[config.mk]
export PLATFORM = sky130hd
export DESIGN_NAME = pmvw_ctrl
export DESIGN_NICKNAME = d
export VERILOG_FILES = /design/src/rtl/pmvw_pkg.sv /design/src/rtl/pmvw_ctrl.sv
export SDC_FILE = /design/constraint.sdc
export NUM_CORES = 1
export LEC_CHECK = 0
export BUFFER_PORTS_ARGS = -buffer_cell sky130_fd_sc_hd__buf_2
export CAP_MARGIN = 15
export CORE_MARGIN = 10
export CORE_UTILIZATION = 45
export CTS_BUF_LIST = sky130_fd_sc_hd__clkbuf_4
export CTS_CLUSTER_DIAMETER = 30
export DETAILED_ROUTE_END_ITERATION = 10
export HOLD_SLACK_MARGIN = 0.05
export PLACE_DENSITY = 0.7
export SYNTH_ARGS = -nofsm -noshare
export SYNTH_HDL_FRONTEND = slang
export SYNTH_SLANG_ARGS = --single-unit
export TNS_END_PERCENT = 1
[constraint.sdc]
create_clock -name clk -period 0.8 [get_ports clk]
set_input_delay 0.04 -clock clk [delete_from_list [all_inputs] [get_ports clk]]
set_output_delay 0.04 -clock clk [all_outputs]
set_load 0.05 [all_outputs]
[src/rtl/pmvw_pkg.sv]
// Package for the power mode and voltage warning control block.
// Assumes one bus clock and a plain strobe register port.
package pmvw_pkg;
	// Register addresses (index on the plain port)
	localparam logic [2:0] PMVW_ADDR_MODE = 3'h0;
	localparam logic [2:0] PMVW_ADDR_WARN = 3'h1;
	localparam logic [2:0] PMVW_ADDR_IRQ_STATUS = 3'h2;
	localparam logic [2:0] PMVW_ADDR_IRQ_MASK = 3'h3;
	// Power mode control bit positions
	localparam int PMVW_LPR_BIT = 7;
	localparam int PMVW_STBY_BIT = 6;
	localparam int PMVW_WAKE_BIT = 5;
	localparam int PMVW_S2FLAG_BIT = 3;
	localparam int PMVW_S2ACK_BIT = 2;
	localparam int PMVW_PDEN_BIT = 1;
	localparam int PMVW_PDSEL_BIT = 0;
	// Voltage warning control bit positions
	localparam int PMVW_WFLAG_BIT = 7;
	localparam int PMVW_WACK_BIT = 6;
	localparam int PMVW_DTRIP_BIT = 5;
	localparam int PMVW_WTRIP_BIT = 4;
	localparam int PMVW_WIE_BIT = 3;
	// Interrupt status / mask bit positions
	localparam int PMVW_EV_WARN_BIT = 0;
	localparam int PMVW_EV_S2_BIT = 1;
	localparam int PMVW_EV_WAKE_BIT = 2;
	// Reset values
	localparam logic [7:0] PMVW_MODE_RESET = 8'h00;
	localparam logic [7:0] PMVW_WARN_RESET = 8'h00;
	localparam logic [2:0] PMVW_IRQ_RESET = 3'h0;
	// Register bus request
	typedef struct packed {
		logic [2:0] addr;
		logic [7:0] wdata;
		logic wr;
		logic rd;
	} pmvw_bus_t;
	// Power control outputs towards regulator and stop logic
	typedef struct packed {
		logic lowPowerEnable;
		logic wakeOnInterrupt;
		logic partialPowerdownEnable;
		logic powerdownSelect;
		logic detectTripSelect;
		logic warningTripSelect;
	} pmvw_ctrl_t;
endpackage

[src/rtl/pmvw_ctrl.sv]
// Power mode control and voltage warning control registers.
// Assumes analog status inputs arrive asynchronously; bus is on clk.
//
// Chosen here: the register addresses and strobed register access.
module pmvw_ctrl
	import pmvw_pkg::*;
(
	input wire logic clk,
	input wire logic reset_n,
	input wire logic porReset_n,
	input pmvw_pkg::pmvw_bus_t bus,
	output logic [7:0] rdata,
	input wire logic regulatorStandby,
	input wire logic stop2Recovered,
	input wire logic supplyBelowWarning,
	input wire logic mcuInterrupt,
	output pmvw_pkg::pmvw_ctrl_t ctrl,
	output logic warningIrq,
	output logic irq
);
	import pmvw_pkg::*;

	// Synchroniser stages for asynchronous analog and status inputs
	logic [3:0] syncA_reg;
	logic [3:0] syncB_reg;
	logic stbySync;
	logic s2Sync;
	logic lowSync;
	logic intSync;
	logic s2Prev_reg;
	// Control fields
	logic lpr_reg;
	logic wake_reg;
	logic pden_reg;
	logic pdenWritten_reg;
	logic pdsel_reg;
	logic s2Flag_reg;
	logic wflag_reg;
	logic wie_reg;
	logic dtrip_reg;
	logic wtrip_reg;
	// Interrupt bank
	logic [2:0] irqStatus_reg;
	logic [2:0] irqMask_reg;
	// Decoded writes
	logic wrMode;
	logic wrWarn;
	logic wrStat;
	logic wrMask;
	logic s2Rise;
	logic wakeEvent;

	// Two-flop synchroniser; second stage is the only reader of the first
	always_ff @(posedge clk or negedge reset_n)
	begin
		if (!reset_n)
		begin
			syncA_reg <= 4'h0;
			syncB_reg <= 4'h0;
		end
		else
		begin
			syncA_reg <= {mcuInterrupt, supplyBelowWarning, stop2Recovered, regulatorStandby};
			syncB_reg <= syncA_reg;
		end
	end
	assign stbySync = syncB_reg[0];
	assign s2Sync = syncB_reg[1];
	assign lowSync = syncB_reg[2];
	assign intSync = syncB_reg[3];

	// Write decode
	assign wrMode = bus.wr && (bus.addr == PMVW_ADDR_MODE);
	assign wrWarn = bus.wr && (bus.addr == PMVW_ADDR_WARN);
	assign wrStat = bus.wr && (bus.addr == PMVW_ADDR_IRQ_STATUS);
	assign wrMask = bus.wr && (bus.addr == PMVW_ADDR_IRQ_MASK);
	// Interrupt wake only counts while wake bit and low power are set
	assign wakeEvent = wake_reg && lpr_reg && intSync;

	// Low power regulator control; interlock with select bit
	always_ff @(posedge clk or negedge reset_n)
	begin
		if (!reset_n)
			lpr_reg <= PMVW_MODE_RESET[PMVW_LPR_BIT];
		else if (wakeEvent)
			lpr_reg <= 1'b0;
		else if (wrMode)
		begin
			// Select held or set in same write blocks setting
			if (bus.wdata[PMVW_LPR_BIT] && (pdsel_reg || bus.wdata[PMVW_PDSEL_BIT]))
				lpr_reg <= lpr_reg && !bus.wdata[PMVW_PDSEL_BIT];
			else
				lpr_reg <= bus.wdata[PMVW_LPR_BIT];
		end
	end

	// Powerdown select; refused while regulator control holds 1
	always_ff @(posedge clk or negedge reset_n)
	begin
		if (!reset_n)
			pdsel_reg <= PMVW_MODE_RESET[PMVW_PDSEL_BIT];
		else if (wrMode)
		begin
			if (bus.wdata[PMVW_PDSEL_BIT] && lpr_reg)
				pdsel_reg <= pdsel_reg;
			else
				pdsel_reg <= bus.wdata[PMVW_PDSEL_BIT];
		end
	end

	// Wake bit and write-once partial powerdown enable
	always_ff @(posedge clk or negedge reset_n)
	begin
		if (!reset_n)
		begin
			wake_reg <= PMVW_MODE_RESET[PMVW_WAKE_BIT];
			pden_reg <= PMVW_MODE_RESET[PMVW_PDEN_BIT];
			pdenWritten_reg <= 1'b0;
		end
		else if (wrMode)
		begin
			wake_reg <= bus.wdata[PMVW_WAKE_BIT];
			// Later writes silently dropped until next reset
			if (!pdenWritten_reg)
			begin
				pden_reg <= bus.wdata[PMVW_PDEN_BIT];
				pdenWritten_reg <= 1'b1;
			end
		end
	end

	// Stop2 recovery flag; new recovery wins over ack
	assign s2Rise = s2Sync && !s2Prev_reg;
	always_ff @(posedge clk or negedge reset_n)
	begin
		if (!reset_n)
		begin
			s2Prev_reg <= 1'b0;
			s2Flag_reg <= 1'b0;
		end
		else
		begin
			s2Prev_reg <= s2Sync;
			if (s2Rise)
				s2Flag_reg <= 1'b1;
			else if (wrMode && bus.wdata[PMVW_S2ACK_BIT])
				s2Flag_reg <= 1'b0;
		end
	end

	// Warning flag and interrupt enable; low supply always wins
	always_ff @(posedge clk or negedge reset_n)
	begin
		if (!reset_n)
		begin
			wflag_reg <= PMVW_WARN_RESET[PMVW_WFLAG_BIT];
			wie_reg <= PMVW_WARN_RESET[PMVW_WIE_BIT];
		end
		else
		begin
			// Level driven, so flag rises right after reset if still low
			if (lowSync)
				wflag_reg <= 1'b1;
			else if (wrWarn && bus.wdata[PMVW_WACK_BIT])
				wflag_reg <= 1'b0;
			if (wrWarn)
				wie_reg <= bus.wdata[PMVW_WIE_BIT];
		end
	end

	// Trip selects only cleared by power-on reset
	always_ff @(posedge clk or negedge porReset_n)
	begin
		if (!porReset_n)
		begin
			dtrip_reg <= PMVW_WARN_RESET[PMVW_DTRIP_BIT];
			wtrip_reg <= PMVW_WARN_RESET[PMVW_WTRIP_BIT];
		end
		else if (wrWarn)
		begin
			// Detect high with warning low is not blocked here
			dtrip_reg <= bus.wdata[PMVW_DTRIP_BIT];
			wtrip_reg <= bus.wdata[PMVW_WTRIP_BIT];
		end
	end

	// Sticky event bank, write one to clear, set wins
	always_ff @(posedge clk or negedge reset_n)
	begin
		if (!reset_n)
		begin
			irqStatus_reg <= PMVW_IRQ_RESET;
			irqMask_reg <= PMVW_IRQ_RESET;
		end
		else
		begin
			irqStatus_reg <= (irqStatus_reg & ~(wrStat ? bus.wdata[2:0] : 3'h0))
				| {wakeEvent, s2Rise, lowSync && !wflag_reg};
			if (wrMask)
				irqMask_reg <= bus.wdata[2:0];
		end
	end

	// Read data, one cycle after the strobe
	always_ff @(posedge clk or negedge reset_n)
	begin
		if (!reset_n)
			rdata <= 8'h00;
		else if (bus.rd)
		begin
			case (bus.addr)
				PMVW_ADDR_MODE: rdata <= {lpr_reg, stbySync, wake_reg, 1'b0, s2Flag_reg, 1'b0, pden_reg, pdsel_reg};
				PMVW_ADDR_WARN: rdata <= {wflag_reg, 1'b0, dtrip_reg, wtrip_reg, wie_reg, 3'h0};
				PMVW_ADDR_IRQ_STATUS: rdata <= {5'h00, irqStatus_reg};
				PMVW_ADDR_IRQ_MASK: rdata <= {5'h00, irqMask_reg};
				default: rdata <= 8'h00; // Unmapped reads zero
			endcase
		end
		else
			rdata <= 8'h00;
	end

	// Outputs
	assign warningIrq = wie_reg && wflag_reg;
	assign irq = |(irqStatus_reg & irqMask_reg);
	assign ctrl = '{lowPowerEnable: lpr_reg, wakeOnInterrupt: wake_reg, partialPowerdownEnable: pden_reg,
		powerdownSelect: pdsel_reg, detectTripSelect: dtrip_reg, warningTripSelect: wtrip_reg};

	// Assertions
	// All checks sample on the bus clock and sleep through the plain reset
	// Synchronised inputs are used so the checks see what the logic sees;
	// only the warning flag check samples the raw supplyBelowWarning pin

	// Regulator control refused while select already holds 1
	property p_lpr_refused;
		@(posedge clk) disable iff (!reset_n)
		(wrMode && pdsel_reg && !wakeEvent) |=> !lpr_reg;
	endproperty
	a_lpr_refused: assert property (p_lpr_refused) else $error("lpr set while select held");

	// Both bits in one write with the regulator bit clear leave only the select bit
	property p_both_set;
		@(posedge clk) disable iff (!reset_n)
		(wrMode && !lpr_reg && !wakeEvent && bus.wdata[PMVW_LPR_BIT] && bus.wdata[PMVW_PDSEL_BIT])
			|=> (pdsel_reg && !lpr_reg);
	endproperty
	a_both_set: assert property (p_both_set) else $error("both set not resolved to select");

	// Plain write with select clear loads the regulator bit
	property p_lpr_load;
		@(posedge clk) disable iff (!reset_n)
		(wrMode && !wakeEvent && !pdsel_reg && !bus.wdata[PMVW_PDSEL_BIT])
			|=> (lpr_reg == $past(bus.wdata[PMVW_LPR_BIT]));
	endproperty
	a_lpr_load: assert property (p_lpr_load) else $error("regulator bit not loaded");

	// Interrupt with wake bit always drops the regulator bit
	property p_wake_clear;
		@(posedge clk) disable iff (!reset_n)
		wakeEvent |=> !lpr_reg;
	endproperty
	a_wake_clear: assert property (p_wake_clear) else $error("wake did not clear lpr");

	// Standby status read back as sampled in the strobe cycle
	property p_stby_read;
		@(posedge clk) disable iff (!reset_n)
		(bus.rd && bus.addr == PMVW_ADDR_MODE) |=> (rdata[PMVW_STBY_BIT] == $past(stbySync));
	endproperty
	a_stby_read: assert property (p_stby_read) else $error("standby status misread");

	// Wake bit follows every mode write
	property p_wake_load;
		@(posedge clk) disable iff (!reset_n)
		wrMode |=> (wake_reg == $past(bus.wdata[PMVW_WAKE_BIT]));
	endproperty
	a_wake_load: assert property (p_wake_load) else $error("wake bit not loaded");

	// Recovery edge raises the flag on the next edge
	property p_s2_set;
		@(posedge clk) disable iff (!reset_n)
		s2Rise |=> s2Flag_reg;
	endproperty
	a_s2_set: assert property (p_s2_set) else $error("recovery flag not set");

	// Ack clears the flag unless a new recovery lands with it
	property p_s2_ack;
		@(posedge clk) disable iff (!reset_n)
		(wrMode && bus.wdata[PMVW_S2ACK_BIT] && !s2Rise) |=> !s2Flag_reg;
	endproperty
	a_s2_ack: assert property (p_s2_ack) else $error("recovery ack failed");

	// Once written, the enable bit never moves until reset
	property p_pden_once;
		@(posedge clk) disable iff (!reset_n)
		pdenWritten_reg |=> $stable(pden_reg);
	endproperty
	a_pden_once: assert property (p_pden_once) else $error("pden changed after first write");

	// First write after reset is taken as written
	property p_pden_first;
		@(posedge clk) disable iff (!reset_n)
		(wrMode && !pdenWritten_reg) |=> (pden_reg == $past(bus.wdata[PMVW_PDEN_BIT]));
	endproperty
	a_pden_first: assert property (p_pden_first) else $error("first pden write lost");

	// With the regulator bit clear the select bit follows the write
	property p_sel_load;
		@(posedge clk) disable iff (!reset_n)
		(wrMode && !lpr_reg) |=> (pdsel_reg == $past(bus.wdata[PMVW_PDSEL_BIT]));
	endproperty
	a_sel_load: assert property (p_sel_load) else $error("select bit not loaded");

	// Select refused while regulator control holds 1
	property p_sel_refused;
		@(posedge clk) disable iff (!reset_n)
		(wrMode && lpr_reg && !pdsel_reg) |=> !pdsel_reg;
	endproperty
	a_sel_refused: assert property (p_sel_refused) else $error("select set while lpr held");

	// Warning flag rises once low supply has passed the synchroniser
	property p_warn_set;
		@(posedge clk) disable iff (!reset_n)
		$rose(supplyBelowWarning) ##0 supplyBelowWarning [*3] |=> wflag_reg;
	endproperty
	a_warn_set: assert property (p_warn_set) else $error("warning flag not set");

	// Ack refused while supply is still low
	property p_warn_ack;
		@(posedge clk) disable iff (!reset_n)
		(wrWarn && bus.wdata[PMVW_WACK_BIT] && lowSync) |=> wflag_reg;
	endproperty
	a_warn_ack: assert property (p_warn_ack) else $error("flag cleared while low");

	// Trip selects take every warning write; only power-on reset clears them
	property p_trip_load;
		@(posedge clk) disable iff (!reset_n || !porReset_n)
		wrWarn |=> (dtrip_reg == $past(bus.wdata[PMVW_DTRIP_BIT])
			&& wtrip_reg == $past(bus.wdata[PMVW_WTRIP_BIT]));
	endproperty
	a_trip_load: assert property (p_trip_load) else $error("trip select not loaded");

	// Enabled interrupt follows low supply one edge later
	property p_warn_irq;
		@(posedge clk) disable iff (!reset_n)
		(lowSync && wie_reg && !wrWarn) |=> warningIrq;
	endproperty
	a_warn_irq: assert property (p_warn_irq) else $error("warning irq missing");

	// Reserved and ack bits read as zero
	property p_read_zero;
		@(posedge clk) disable iff (!reset_n)
		(bus.rd && bus.addr == PMVW_ADDR_WARN) |=> (rdata[2:0] == 3'h0 && !rdata[PMVW_WACK_BIT]);
	endproperty
	a_read_zero: assert property (p_read_zero) else $error("reserved bits nonzero");

	// Covers for the main scenarios
	c_wake: cover property (@(posedge clk) disable iff (!reset_n) wakeEvent);
	c_s2: cover property (@(posedge clk) disable iff (!reset_n) s2Rise ##[1:20] !s2Flag_reg);
	c_warn: cover property (@(posedge clk) disable iff (!reset_n) warningIrq ##[1:50] !wflag_reg);
	c_irq: cover property (@(posedge clk) disable iff (!reset_n) irq);
	c_both: cover property (@(posedge clk) disable iff (!reset_n)
		wrMode && bus.wdata[PMVW_LPR_BIT] && bus.wdata[PMVW_PDSEL_BIT]);
endmodule // pmvw_ctrl

==> impl_results.md <==
- Ys Warns: 0
- Required @ worst endpoint: 0.76 ns
- Syn-to-layout area delta: 50.8%
- CTS max path bufs: 2
- CP Max Fanout: 2
- Footprint of the multi-input gates: 445 µm²
- Setup TNS: -3.90 ns
- Die H: 74.0 µm
- Post-Place Setup Slack: -0.423 ns
- Unrepaired setup endpoints after global routing: yes
- Critical path launch point type: flip-flop
- Finished Cell Area: 0.00198 mm²
- Fin. Hold Viols: 0
- Die span in x: 74.0 µm
- Status: complete, but fails checks
- Total Routed Length: 3160 µm
- Slew margin rel.: 81.1%
- Row Count: 19
- Post-route clock period utilization: 167%
- Placed cell areas: 0.00161 mm²
- Drt drc: 0
- Total die area: 0.00548 mm²
- Syn Nets: 122
- Clk_skew: 0.00580 ns
- Power per cell area: 2250 mW/mm²
- Clock latency at the later pin of the worst-skew pair: 0.31 ns
- Placeable Area: 0.00278 mm²
- Io pins: 36
- Placed insts: 177
- Max Fclk: 0.747 GHz
- Num CTS Buffers: 5
- Final setup violation count: 29
- First-pass GRT wire length: 5380 µm
- Storage cell area: 828 µm²
- Initial antenna violation count: 0
- CTS tree: done
- Worst slew pin tran: 0.284 ns
- Leak: 0.950 nW
- Register area share after synthesis: 62.9%
- Final core occ: 71.2%
- Antenna Nets Post-Route: 0
- Synth cell types: 28
- Initial Util: 47.2%
- Routed len/inst: 15.8 µm
- Share of cells above drive strength 1: 45.6%
- Pin count of the biggest net entering global routing: 32
- Total track usage: 12.7%
- Max reg flops: 8
- Mapped Cells: 102
- N_diodes: 0
- TritonRoute pass-1 iters: 4
- Fin crit period: 1.34 ns
- Final cell count without fillers: 200
- Number of global-route vias before repair: 1140
- Vias per std cell: 5.00
- Via count: 1000
- Failing checks: negative setup slack
- CP Data Arrival Time: 1.30 ns
- Crit Path Class: flip-flop to primary output
- Max H-tree Level: 2
- Slew Viols, Final: 0
- CP Capture Type: primary output
- Synth Cell Area: 0.00131 mm²
- Hold Slack: 0.0949 ns
- HP Class: primary input to flip-flop
- Max Cap Violations: 0
- Final #Nets: 189
- Syn Area/Cell: 12.9 µm²
- Yosys reg bits: 33
- Overflow after GRT: 0
- Clock transition at path regs: 0.09 ns
- GP Congestion: 0.793
- Fillers: 214
- Final setup margin: -0.538 ns
- Worst VDD drop: 1.69 mV
- Root Buffer: clkbuf_4
- Detailed placement HPWL: 2240 µm
- Clock sinks: 33
- DR iter-0 viols: 42
- Port buffer count: 35
- Power Total: 4.46 mW
-- kinds of logic (layout without fill, tap and decap cells) --
| logic type | Yosys count | after routing | synth area share (%) |
|---|---|---|---|
| AO/OA/AOI/OAI | 11 | 11 | 6.10 |
| buffers and inverters | 10 | 77 | 4.76 |
| flip-flops | 33 | 33 | 62.9 |
| multiplexers | 13 | 13 | 10.6 |
| AND/OR/NAND/NOR | 35 | 35 | 15.7 |
-- layer usage --
metal | share of wire (%) | wire length (µm) | vias to the layer above | global-route usage [%]
li1 | - | - | 476 | -
met1 | 40 | 1260 | 494 | 14.2
met2 | 52 | 1630 | 26 | 21.1
met3 | 7.2 | 228 | 4 | 5.05
met4 | 1.2 | 37 | 0 | 4.97
met5 | 0 | 0 | - | 0
-- power breakdown --
group	switching, mW	internal [mW]
sequential	0.171	1.87
clock	0.471	0.352
combinational	0.794	0.793
-- critical path, cell delays in order, from the launching register on --
cell	delay (ns)
dfrtp_1	0.40
a222oi_1	0.35
inv_1	0.09
buf_6	0.16
-- cell usage after synthesis --
master / n / area (µm²)
nor2_1: 7 / 26.3
o22a_1: 1 / 8.76
a21o_1: 2 / 15.0
nand2b_1: 3 / 18.8
mux2_2: 6 / 67.6
a21oi_1: 2 / 10.0
or4b_4: 1 / 13.8
a222oi_1: 1 / 10.0
a32o_1: 1 / 10.0
mux2i_1: 6 / 60.1
nor2_2: 1 / 6.26
and4bb_2: 2 / 25.0
a22o_1: 1 / 8.76
nor2b_1: 2 / 12.5
mux2_1: 1 / 11.3
a22oi_1: 1 / 7.51
o21ai_0: 2 / 10.0
nor4b_2: 1 / 15.0
nand3_1: 2 / 10.0
nand4b_1: 1 / 8.76
dfrtp_1: 33 / 826
inv_1: 2 / 7.51
nor3b_1: 1 / 7.51
buf_2: 2 / 10.0
nand2_1: 10 / 37.5
or2_2: 1 / 6.26
and2_1: 3 / 18.8
buf_4: 6 / 45.0
-- area by class of cell --
| type | instances | area share, % |
|---|---|---|
| Clock inverter | 1 | 0.190 |
| Timing Repair Buffer | 68 | 30.9 |
| Tap cell | 31 | 1.96 |
| Clock buffer | 6 | 2.27 |
| Inverter | 2 | 0.379 |
| Sequential cell | 33 | 41.8 |
| Multi-Input combinational cell | 59 | 22.5 |
-- layout by cell type, fill, tap and decap left out, drive strengths merged, types with 2 or more instances in the layout --
cell / count
mux2i: 6
inv: 2
and2: 3
nor2b: 2
o21ai: 2
clkbuf: 6
nand3: 2
a21oi: 2
nor2: 8
dlygate4sd3: 14
nand2b: 3
dfrtp: 33
and4bb: 2
nand2: 10
buf: 54
a21o: 2
mux2: 7
-- timing repair --
action                     in CTS  in global routing
buffers inserted                0                  2
hold buffers                   14                  0
pin swaps                       6                  4
cloned                          0                  0
resized for setup              47                  7
hold endpoints to repair       51                  0
setup endpoints to repair      31                 33
-- final timing paths --
path	from	cells after the start	endpoint	slack [ns]
max	irqMask_reg[1]	3	irq	-0.54
min reg2reg	syncA_reg[1]	0	syncB_reg[1]	0.36
max reg2reg	irqStatus_reg[0]	5	rdata[0]	-0.33
min in group asynchronous	reset_n	3	wie_reg	0.21
max in group asynchronous	porReset_n	3	dtrip_reg	0.11
min	bus[8]	3	wflag_reg	0.09
(Power assumes the default switching activity.)
